$ cat src/core/ifsb_pkg.sv
package ifsb_pkg;

	localparam int unsigned IFSB_DW      = 16;
	localparam int unsigned IFSB_AW      = 2;
	localparam int unsigned IFSB_NBANK   = 4;
	localparam int unsigned IFSB_SRC_W   = 64;

	// Register indices on the plain register port
	localparam logic [1:0] IFSB_BANK0_ADDR = 2'h0;
	localparam logic [1:0] IFSB_BANK1_ADDR = 2'h1;
	localparam logic [1:0] IFSB_BANK2_ADDR = 2'h2;
	localparam logic [1:0] IFSB_BANK3_ADDR = 2'h3;

	// Implemented-bit masks; zeros mark bits with no source
	localparam logic [15:0] IFSB_IMPL0 = 16'h7fff;
	localparam logic [15:0] IFSB_IMPL1 = 16'hffdf;
	localparam logic [15:0] IFSB_IMPL2 = 16'h601f;
	localparam logic [15:0] IFSB_IMPL3 = 16'he600;
	localparam logic [15:0] IFSB_RESET = 16'h0000;

	// Bits of bank 2 fed by the CAN controller
	localparam logic [15:0] IFSB_CAN_BITS = 16'h000c;

	localparam logic [63:0] IFSB_IMPL_ALL = {IFSB_IMPL3, IFSB_IMPL2, IFSB_IMPL1, IFSB_IMPL0};

endpackage

$ cat src/core/ifsb_flag_bank.sv
`timescale 1ns/10ps
// One 16-bit flag register: sticky hardware set, software read/write
module ifsb_flag_bank
	import ifsb_pkg::*;
#(
	parameter logic [15:0] IMPL = 16'hffff
) (
	input  wire logic        clk_i,
	input  wire logic        rst_i,
	input  wire logic [15:0] set_i,
	input  wire logic        wr_i,
	input  wire logic [15:0] wdata_i,
	output logic      [15:0] flags_o
);

	import ifsb_pkg::*;

	logic [15:0] flags_reg;
	logic [15:0] flags_next;

	always_comb begin
		flags_next = flags_reg;
		if (wr_i) begin
			flags_next = wdata_i;
		end
		// Hardware set wins over a same-cycle software clear
		flags_next = (flags_next | set_i) & IMPL;
	end

	always_ff @(posedge clk_i) begin
		if (rst_i) begin
			flags_reg <= IFSB_RESET;
		end else begin
			flags_reg <= flags_next;
		end
	end

	assign flags_o = flags_reg;
endmodule

$ cat src/core/ifsb_top.sv
`timescale 1ns/10ps
//////////////////////////////////////////////////////////////////////////////
// Overview of operation
// - A flag reads 1 after its source raised a request and 0 while none has occurred.
// - Bits without a source always read zero and ignore writes.
// - Software can read and write each implemented flag, clearing or forcing it.
// - Bank 0 bits 15-8: none, dma1, adc1, uart1 tx, uart1 rx, spi1, spi1 err, timer3.
// - Bank 0 bits 7-0: timer2, cmp2, cap2, dma0, timer1, cmp1, cap1, ext pin 0.
// - Bank 1 bits 15-8: uart2 tx, uart2 rx, ext pin 2, timer5, timer4, cmp4, cmp3, dma2.
// - Bank 1 bits 7-0: cap8, cap7, none, ext pin 1, pin change, comparator, i2c mst, i2c slv.
// - Bank 2: 14 dma4, 13 par port, 12-5 none, 4 dma3, 3 can ev, 2 can rx, 1 spi2, 0 spi2 err.
// - Without a CAN controller the two CAN flags never assert.
// - Bank 3: 15 pwm1 fault a, 14 calendar, 13 dma5, 10 quad dec, 9 pwm1 event, rest none.
//////////////////////////////////////////////////////////////////////////////
module ifsb_top
	import ifsb_pkg::*;
#(
	parameter bit HAS_CAN = 1'b1
) (
	input  wire logic              clk_i,
	input  wire logic              rst_i,
	input  wire logic [1:0]        addr_i,
	input  wire logic [15:0]       wdata_i,
	input  wire logic              wr_i,
	input  wire logic              rd_i,
	output logic      [15:0]       rdata_o,
	output logic                   irq_o,
	input  wire logic              dma_ch0_done_flag_i,
	input  wire logic              dma_ch1_done_flag_i,
	input  wire logic              dma_ch2_done_flag_i,
	input  wire logic              dma_ch3_done_flag_i,
	input  wire logic              dma_ch4_done_flag_i,
	input  wire logic              dma_ch5_done_flag_i,
	input  wire logic              adc1_done_flag_i,
	input  wire logic              uart1_tx_flag_i,
	input  wire logic              uart1_rx_flag_i,
	input  wire logic              uart2_tx_flag_i,
	input  wire logic              uart2_rx_flag_i,
	input  wire logic              spi1_event_flag_i,
	input  wire logic              spi1_error_flag_i,
	input  wire logic              spi2_event_flag_i,
	input  wire logic              spi2_error_flag_i,
	input  wire logic              timer1_flag_i,
	input  wire logic              timer2_flag_i,
	input  wire logic              timer3_flag_i,
	input  wire logic              timer4_flag_i,
	input  wire logic              timer5_flag_i,
	input  wire logic              compare1_flag_i,
	input  wire logic              compare2_flag_i,
	input  wire logic              compare3_flag_i,
	input  wire logic              compare4_flag_i,
	input  wire logic              capture1_flag_i,
	input  wire logic              capture2_flag_i,
	input  wire logic              capture7_flag_i,
	input  wire logic              capture8_flag_i,
	input  wire logic              ext_pin0_flag_i,
	input  wire logic              ext_pin1_flag_i,
	input  wire logic              ext_pin2_flag_i,
	input  wire logic              pin_change_flag_i,
	input  wire logic              comparator_flag_i,
	input  wire logic              i2c1_master_flag_i,
	input  wire logic              i2c1_slave_flag_i,
	input  wire logic              parallel_port_flag_i,
	input  wire logic              can_event_flag_i,
	input  wire logic              can_rx_ready_flag_i,
	input  wire logic              pwm1_fault_a_flag_i,
	input  wire logic              calendar_clock_flag_i,
	input  wire logic              quad_decoder1_flag_i,
	input  wire logic              pwm1_event_flag_i
);

	import ifsb_pkg::*;

	//////////////////////////////////////////////////////////////////////////
	// Event packing into bank positions

	logic [15:0] set0;
	logic [15:0] set1;
	logic [15:0] set2;
	logic [15:0] set3;
	logic [15:0] flags0;
	logic [15:0] flags1;
	logic [15:0] flags2;
	logic [15:0] flags3;
	logic        can_ok;

	// Sources are same-clock logic pulses, so no synchroniser here
	always_comb begin
		can_ok = HAS_CAN;
		set0 = {1'b0, dma_ch1_done_flag_i, adc1_done_flag_i, uart1_tx_flag_i,
			uart1_rx_flag_i, spi1_event_flag_i, spi1_error_flag_i,
			timer3_flag_i,
			timer2_flag_i, compare2_flag_i, capture2_flag_i, dma_ch0_done_flag_i,
			timer1_flag_i, compare1_flag_i, capture1_flag_i,
			ext_pin0_flag_i};
		set1 = {uart2_tx_flag_i, uart2_rx_flag_i, ext_pin2_flag_i, timer5_flag_i,
			timer4_flag_i, compare4_flag_i, compare3_flag_i,
			dma_ch2_done_flag_i,
			capture8_flag_i, capture7_flag_i, 1'b0, ext_pin1_flag_i,
			pin_change_flag_i, comparator_flag_i, i2c1_master_flag_i,
			i2c1_slave_flag_i};
		set2 = {1'b0, dma_ch4_done_flag_i, parallel_port_flag_i, 8'h00,
			dma_ch3_done_flag_i, can_event_flag_i & can_ok,
			can_rx_ready_flag_i & can_ok, spi2_event_flag_i,
			spi2_error_flag_i};
		set3 = {pwm1_fault_a_flag_i, calendar_clock_flag_i, dma_ch5_done_flag_i,
			2'h0, quad_decoder1_flag_i, pwm1_event_flag_i, 9'h000};
	end

	//////////////////////////////////////////////////////////////////////////
	// Flag banks

	// Write strobe decode, shared by the four bank enables
	function automatic logic bank_hit(input logic [1:0] addr, input logic [1:0] idx);
		return addr == idx;
	endfunction

	// Without CAN the two CAN bits are also kept unwritable by software
	localparam logic [15:0] IMPL2_EFF = HAS_CAN ? IFSB_IMPL2 : (IFSB_IMPL2 & ~IFSB_CAN_BITS);

	ifsb_flag_bank #(.IMPL(IFSB_IMPL0)) u_bank0 (
		.clk_i   (clk_i),
		.rst_i   (rst_i),
		.set_i   (set0),
		.wr_i    (wr_i && bank_hit(addr_i, IFSB_BANK0_ADDR)),
		.wdata_i (wdata_i),
		.flags_o (flags0)
	);

	ifsb_flag_bank #(.IMPL(IFSB_IMPL1)) u_bank1 (
		.clk_i   (clk_i),
		.rst_i   (rst_i),
		.set_i   (set1),
		.wr_i    (wr_i && bank_hit(addr_i, IFSB_BANK1_ADDR)),
		.wdata_i (wdata_i),
		.flags_o (flags1)
	);

	ifsb_flag_bank #(.IMPL(IMPL2_EFF)) u_bank2 (
		.clk_i   (clk_i),
		.rst_i   (rst_i),
		.set_i   (set2),
		.wr_i    (wr_i && bank_hit(addr_i, IFSB_BANK2_ADDR)),
		.wdata_i (wdata_i),
		.flags_o (flags2)
	);

	ifsb_flag_bank #(.IMPL(IFSB_IMPL3)) u_bank3 (
		.clk_i   (clk_i),
		.rst_i   (rst_i),
		.set_i   (set3),
		.wr_i    (wr_i && bank_hit(addr_i, IFSB_BANK3_ADDR)),
		.wdata_i (wdata_i),
		.flags_o (flags3)
	);

	//////////////////////////////////////////////////////////////////////////
	// Read port and request line

	logic [15:0] rdata_reg;
	logic [15:0] rdata_next;
	logic        irq_reg;
	logic        irq_next;

	always_comb begin
		rdata_next = 16'h0000;
		if (rd_i) begin
			case (addr_i)
				IFSB_BANK0_ADDR: rdata_next = flags0;
				IFSB_BANK1_ADDR: rdata_next = flags1;
				IFSB_BANK2_ADDR: rdata_next = flags2;
				IFSB_BANK3_ADDR: rdata_next = flags3;
				default:         rdata_next = 16'h0000;
			endcase
		end
		// Pending request towards the priority logic; enables live elsewhere
		irq_next = |{flags0, flags1, flags2, flags3};
	end

	always_ff @(posedge clk_i) begin
		if (rst_i) begin
			rdata_reg <= IFSB_RESET;
			irq_reg   <= 1'b0;
		end else begin
			rdata_reg <= rdata_next;
			irq_reg   <= irq_next;
		end
	end

	assign rdata_o = rdata_reg;
	assign irq_o   = irq_reg;
endmodule

$ cat config.mk
export PLATFORM = sky130hd
export DESIGN_NAME = ifsb_top
export DESIGN_NICKNAME = d
export VERILOG_FILES = /design/src/core/ifsb_pkg.sv /design/src/core/ifsb_flag_bank.sv /design/src/core/ifsb_top.sv
export SDC_FILE = /design/constraint.sdc
export NUM_CORES = 1
export LEC_CHECK = 0
export BUFFER_PORTS_ARGS = -buffer_cell sky130_fd_sc_hd__clkbuf_2
export CORE_MARGIN = 2
export CORE_UTILIZATION = 54
export DETAILED_ROUTE_END_ITERATION = 8
export GPL_ROUTABILITY_DRIVEN = 1
export PLACE_DENSITY = 0.87
export SYNTH_ARGS = -nofsm -noshare
export SYNTH_HDL_FRONTEND = slang
export SYNTH_SLANG_ARGS = --single-unit
$ cat constraint.sdc
create_clock -name clk_i -period 3.55 [get_ports clk_i]
set_clock_uncertainty 0.1 [all_clocks]
set_input_delay 0.5325 -clock clk_i [delete_from_list [all_inputs] [get_ports clk_i]]
set_output_delay 0.5325 -clock clk_i [all_outputs]
set_load 0.02 [all_outputs]
Word-level counts from Yosys, hierarchy flattened. Index checks and enable logic that the tools add are counted.

Word-level logic and storage cells: 28. Input port bits: 64. Flip-flop bits (word level): 71.

Bitwise operators: 5. Muxes and demuxes: 5. Reduce and logical (&&, ||, !) cells: 7. Eq/ne operators: 3.

Operator list (number): 16-bit case mux with 4 select lines (1); 64-bit OR reduction (1); 16-bit two-way mux (2); 16-bit OR (2); 15-bit two-way mux (2); 15-bit OR (2); 2-bit equality test, second input constant (2); 1-bit logical AND (4); 2-bit by 1-bit equality test with 1-bit output, second input constant (1); 2-bit zero test (1); 2-bit OR reduction (1); 1-bit inverter (1).

Logic depth before layout (Yosys ltp).
Word-level depth: 4. Mapped depth: 5. Gate-level depth less buffers: 3.

Modules after synthesis. Synthesis repeated with hierarchy kept, for this count alone.

Cells, all modules: 285. Area total of the unflattened synthesis: 2915.3 um2.

By module, submodules not included: ifsb_flag_bank at u_bank0 ... (times used 2, sequential area each 300.3 um2, area an instance 628.1 um2, cells each 65); ifsb_top (times used 1, sequential area each 340.3 um2, area an instance 1013.5 um2, cells each 83); ifsb_flag_bank at u_bank2 (times used 1, sequential area each 140.1 um2, area an instance 354.1 um2, cells each 39); ifsb_flag_bank at u_bank3 (times used 1, sequential area each 100.1 um2, area an instance 291.5 um2, cells each 33).

Worst setup path before layout. No wires, ideal clock.

Path type: input to register. Start point: input addr_i[0]. End point: register u_bank0.flags_reg[10] (netlist: u_bank0.flags_o[10]). Path buffers: 2. Setup slack: 2.039 ns. Arrival: 1.278 ns. Stages on the path: 5. Library setup time: 0.132 ns. Path through: or3b_1 -> buf_2 -> buf_6 -> nand2_1 -> a31oi_1.

Longest elaborated chain between the ends: 4.

Ends and longest elaborated chain: start: declaration (line ifsb_top.sv:22) `input wire logic [1:0] addr_i,`; 2-bit zero test (line ifsb_top.sv:115) `return addr == idx;`; 1-bit logical AND (line ifsb_top.sv:125) `.wr_i (wr_i && bank_hit(addr_i, IFSB_BANK0_ADDR)),`; 15-bit two-way mux (line ifsb_flag_bank.sv:23) `if (wr_i) begin`; 15-bit OR (line ifsb_flag_bank.sv:27) `flags_next = (flags_next | set_i) & IMPL;`; end signal: assignment (line ifsb_flag_bank.sv:34) `flags_reg <= flags_next;`; end: declaration (line ifsb_flag_bank.sv:18) `logic [15:0] flags_reg;`.

No other way between the ends. A chain may end at the register's enable or synchronous reset.

Worst setup path in the final report.
Start point: input addr_i[0]. End point: register u_bank0.flags_reg[12] (netlist: u_bank0.flags_o[12]).

The elaborated chain is that of the path after synthesis.

==> impl_metrics.yaml <==
flow_run:
  cap_violations: 0
floorplanning:
  core_um2: 4440
  start_util: 0.571
  row_count: 24
  io_pins: 81
  dieHeight_um: 72.6
  die_w_um: 72.6
  die-area_um2: 5260
detailed_routing:
  vias: 2321
  viasPerCell: 5.42
  drcViolationCount: 0
  wl_per_cell_um: 14.3
  drt_iter0_markers: 232
  dr.pass1.iters: 5
  postRouteAntennaNets: 0
  routed_wl_um: 6100
grt:
  grt_overflow: 0
  grt_pass1_vias: 2140
  grt_pass1_wl_um: 9830
  antenna_found_initial: 0
  grt_max_degree: 44
  grt_usage: 0.250
setup_path:
  critPathMaxFanout: 23
  rr_worst_depth: 3
  r2r_start: "u_bank0.flags_o[5]"
  crit_family: "simple AND/OR/NAND/NOR gates"
  crit_type: "primary input to flop"
  ff2ff_setup_slack_ns: 2.15
  crit_path_top_delay_cell: "nor3b_4"
  cp_num_buf_inv: 1
  r2r-end: "irq_o"
  worstSetupEndpointType: "flop"
  crit_required_ns: 3.72
  critPathLaunchType: "primary input"
  worstPathArrival_ns: 1.97
  worstPathCellList: "clkbuf_2, nor3b_4, nand2_1, a31oi_1"
  slowest_delay_ns: 0.76
cells_and_area:
  drive_above_1_share: 0.269
  antenna_cells: 0
  utilization: 0.691
  finalInstanceArea_um2: 3070
  fillCellCount: 387
  layout.nets: 435
  area_delta_synth_final_pct: 21.0
clock_tree:
  cts_hold_buf: 0
  clk_latency_ns: 0.35
  h-tree-depth: 3
  cts_setup_buffers: 0
  cts.path.max_buffers: 2
  cts_resized: 0
  clock-sinks: 59
  clkTransAtPathRegs_ns: 0.06
  cts_root_buf: "clkbuf_8"
  cts_tree: "built"
  cts_buffers: 9
yosys:
  ys_seq_elements: 59
  netlist_top_cells_area: "dfxtp_1, nand2_1, mux2i_1, a31oi_1, inv_1"
  syn-num-nets: 360
  synth_cells: 296
  synth.top_cell.area_share: 0.465
  synth.largest_area_cell: "dfxtp_1"
  synth_warnings: 0
  ys_seq_area_frac: 0.465
  ys_types: 30
  syn_area_um2: 2540
  syn_avg_cell_area_um2: 8.57
sta:
  fmax_mhz: 555
  setup_violations: 0
  hold_violations: 0
  tightestPinTransition_ns: 0.772
  final_max_slew_viol_count: 0
  fin_setup_tns_ns: 0
  worst_slack_ns: 1.75
  slew_headroom: 0.485
  rsz0062_at_grt: "false"
  period_share: 0.507
  finalCriticalPeriod_ns: 1.80
placed_design:
  dp_hpwl_um: 4320
  routabilityCongestion: 0.832
  dp_slack_ns: 1.42
  io_buffers: 80
  placed_area_um2: 2900
power_and_ir_drop:
  power.switching_mw: 0.381
  pwr-share-seq: 0.505
  pwr-share-comb: 0.125
  powerDensity_nw_per_um2: 477
  max-vdd-ir-drop_v: 0.000308
  p_sw_frac: 0.261
  p_leak_nw: 1.60
  pwr-share-clk: 0.369
  p_int_mw: 1.08
min_path:
  hold_class: "primary input to flop"
  worstHoldPathCells: 3
  hold_path_startpoint: "pwm1_fault_a_flag_i"
  min_to: "u_bank3.flags_o[15]"
run_status:
  status: "complete, no violations"
cells in the mapped netlist (all sizes together):
| cell | n |
|---|---|
| dfxtp | 59 |
| a21oi | 12 |
| nor3b | 2 |
| buf | 12 |
| mux4 | 2 |
| mux2 | 2 |
| nor4 | 10 |
| and3 | 2 |
| nand2 | 62 |
| nand3 | 2 |
| and3b | 1 |
| nand4 | 2 |
| nand3b | 2 |
| a31oi | 30 |
| mux2i | 23 |
| clkbuf | 5 |
| a22oi | 2 |
| nor2 | 10 |
| nor3 | 5 |
| or3b | 1 |
| and2b | 1 |
| inv | 43 |
| o31a | 1 |
| a2bb2oi | 5 |
tightest hold or removal path: cells and delay by family:
kind,cells,cell delay [ns]
AOI/OAI and AO/OA,1,0.05
buffers and inverters,2,0.12
worst max-delay path by stage:
| stage | start | to | slack (ns) | depth (start not counted) |
|---|---|---|---|---|
| floorplan | addr_i[0] | u_bank0.flags_o[10] | 2.04 | 5 |
| global placement | addr_i[0] | u_bank0.flags_o[11] | 1.43 | 4 |
| detailed placement | addr_i[0] | u_bank0.flags_o[12] | 1.42 | 4 |
| CTS | addr_i[0] | u_bank0.flags_o[12] | 1.79 | 4 |
| global route | addr_i[0] | u_bank0.flags_o[12] | 1.63 | 4 |
| finish | addr_i[0] | u_bank0.flags_o[12] | 1.75 | 4 |
power by group through the flow:
stage	Sequential (mW)	Clock, mW	Combinational (mW)
after global placement	0.749	0	0.177
after detailed placement	0.752	0	0.182
after CTS	0.738	0.549	0.183
after floorplan	0.750	0	0.114
after global routing	0.744	0.572	0.204
final	0.739	0.540	0.184
state kept, by name, indices dropped and copies added (netlist names):
register / flops
u_bank0.flags_o: 15
u_bank1.flags_o: 15
u_bank3.flags_o: 5
rdata_o: 16
irq_o: 1
u_bank2.flags_o: 7
per-layer routing:
| metal | up-vias | GRT usage | part of all wire |
|---|---|---|---|
| met5 | - | 0 | 0 |
| met2 | 112 | 0.378 | 0.45 |
| met3 | 21 | 0.0861 | 0.081 |
| met1 | 1039 | 0.308 | 0.44 |
| met4 | 0 | 0.148 | 0.028 |
| li1 | 1149 | - | - |
cell families after synthesis:
kind of cell / Yosys count / share of synthesized area
mux: 27 / 0.117
flops: 59 / 0.465
simple gates: 100 / 0.184
buf+inv: 60 / 0.108
compound gates: 50 / 0.124
per-stage QoR:
step,std cells,power (mW),hold slack [ns]
2_1_floorplan,296,0.863,0.323
3_3_place_gp,412,0.927,0.349
3_5_place_dp,412,0.934,0.353
4_1_cts,428,1.47,0.279
5_1_grt,428,1.52,0.301
6_report,428,1.46,0.291
final cells by class:
class | count | area [um^2] | share of cell area
clock buffer | 14 | 163 | 0.0530
clock inverter | 2 | 10.0 | 0.00326
multi-input combinational | 177 | 1080 | 0.352
timing repair buffer | 81 | 408 | 0.133
inverter | 43 | 161 | 0.0526
tap | 52 | 65.1 | 0.0212
sequential | 59 | 1180 | 0.385
layout by cell type (no fill, tap or decap):
cell / n
and3_1: 2
buf_4: 1
clkbuf_8: 11
a2bb2oi_1: 5
nor3b_4: 1
and3b_1: 1
dfxtp_1: 59
a21oi_1: 12
nand4_1: 2
nand3_1: 1
a31oi_1: 30
or3b_1: 1
nand2_1: 62
nand3_2: 1
nor2_1: 10
nor3b_1: 1
clkinv_2: 2
nand3b_1: 1
nor3_1: 5
nor4_1: 10
and2b_1: 1
clkbuf_2: 80
clkbuf_1: 3
o31a_1: 1
mux2_2: 2
mux2i_1: 23
inv_1: 43
a22oi_1: 2
mux4_2: 2
nand3b_2: 1
Note: power is estimated with default switching activity, not from simulation.
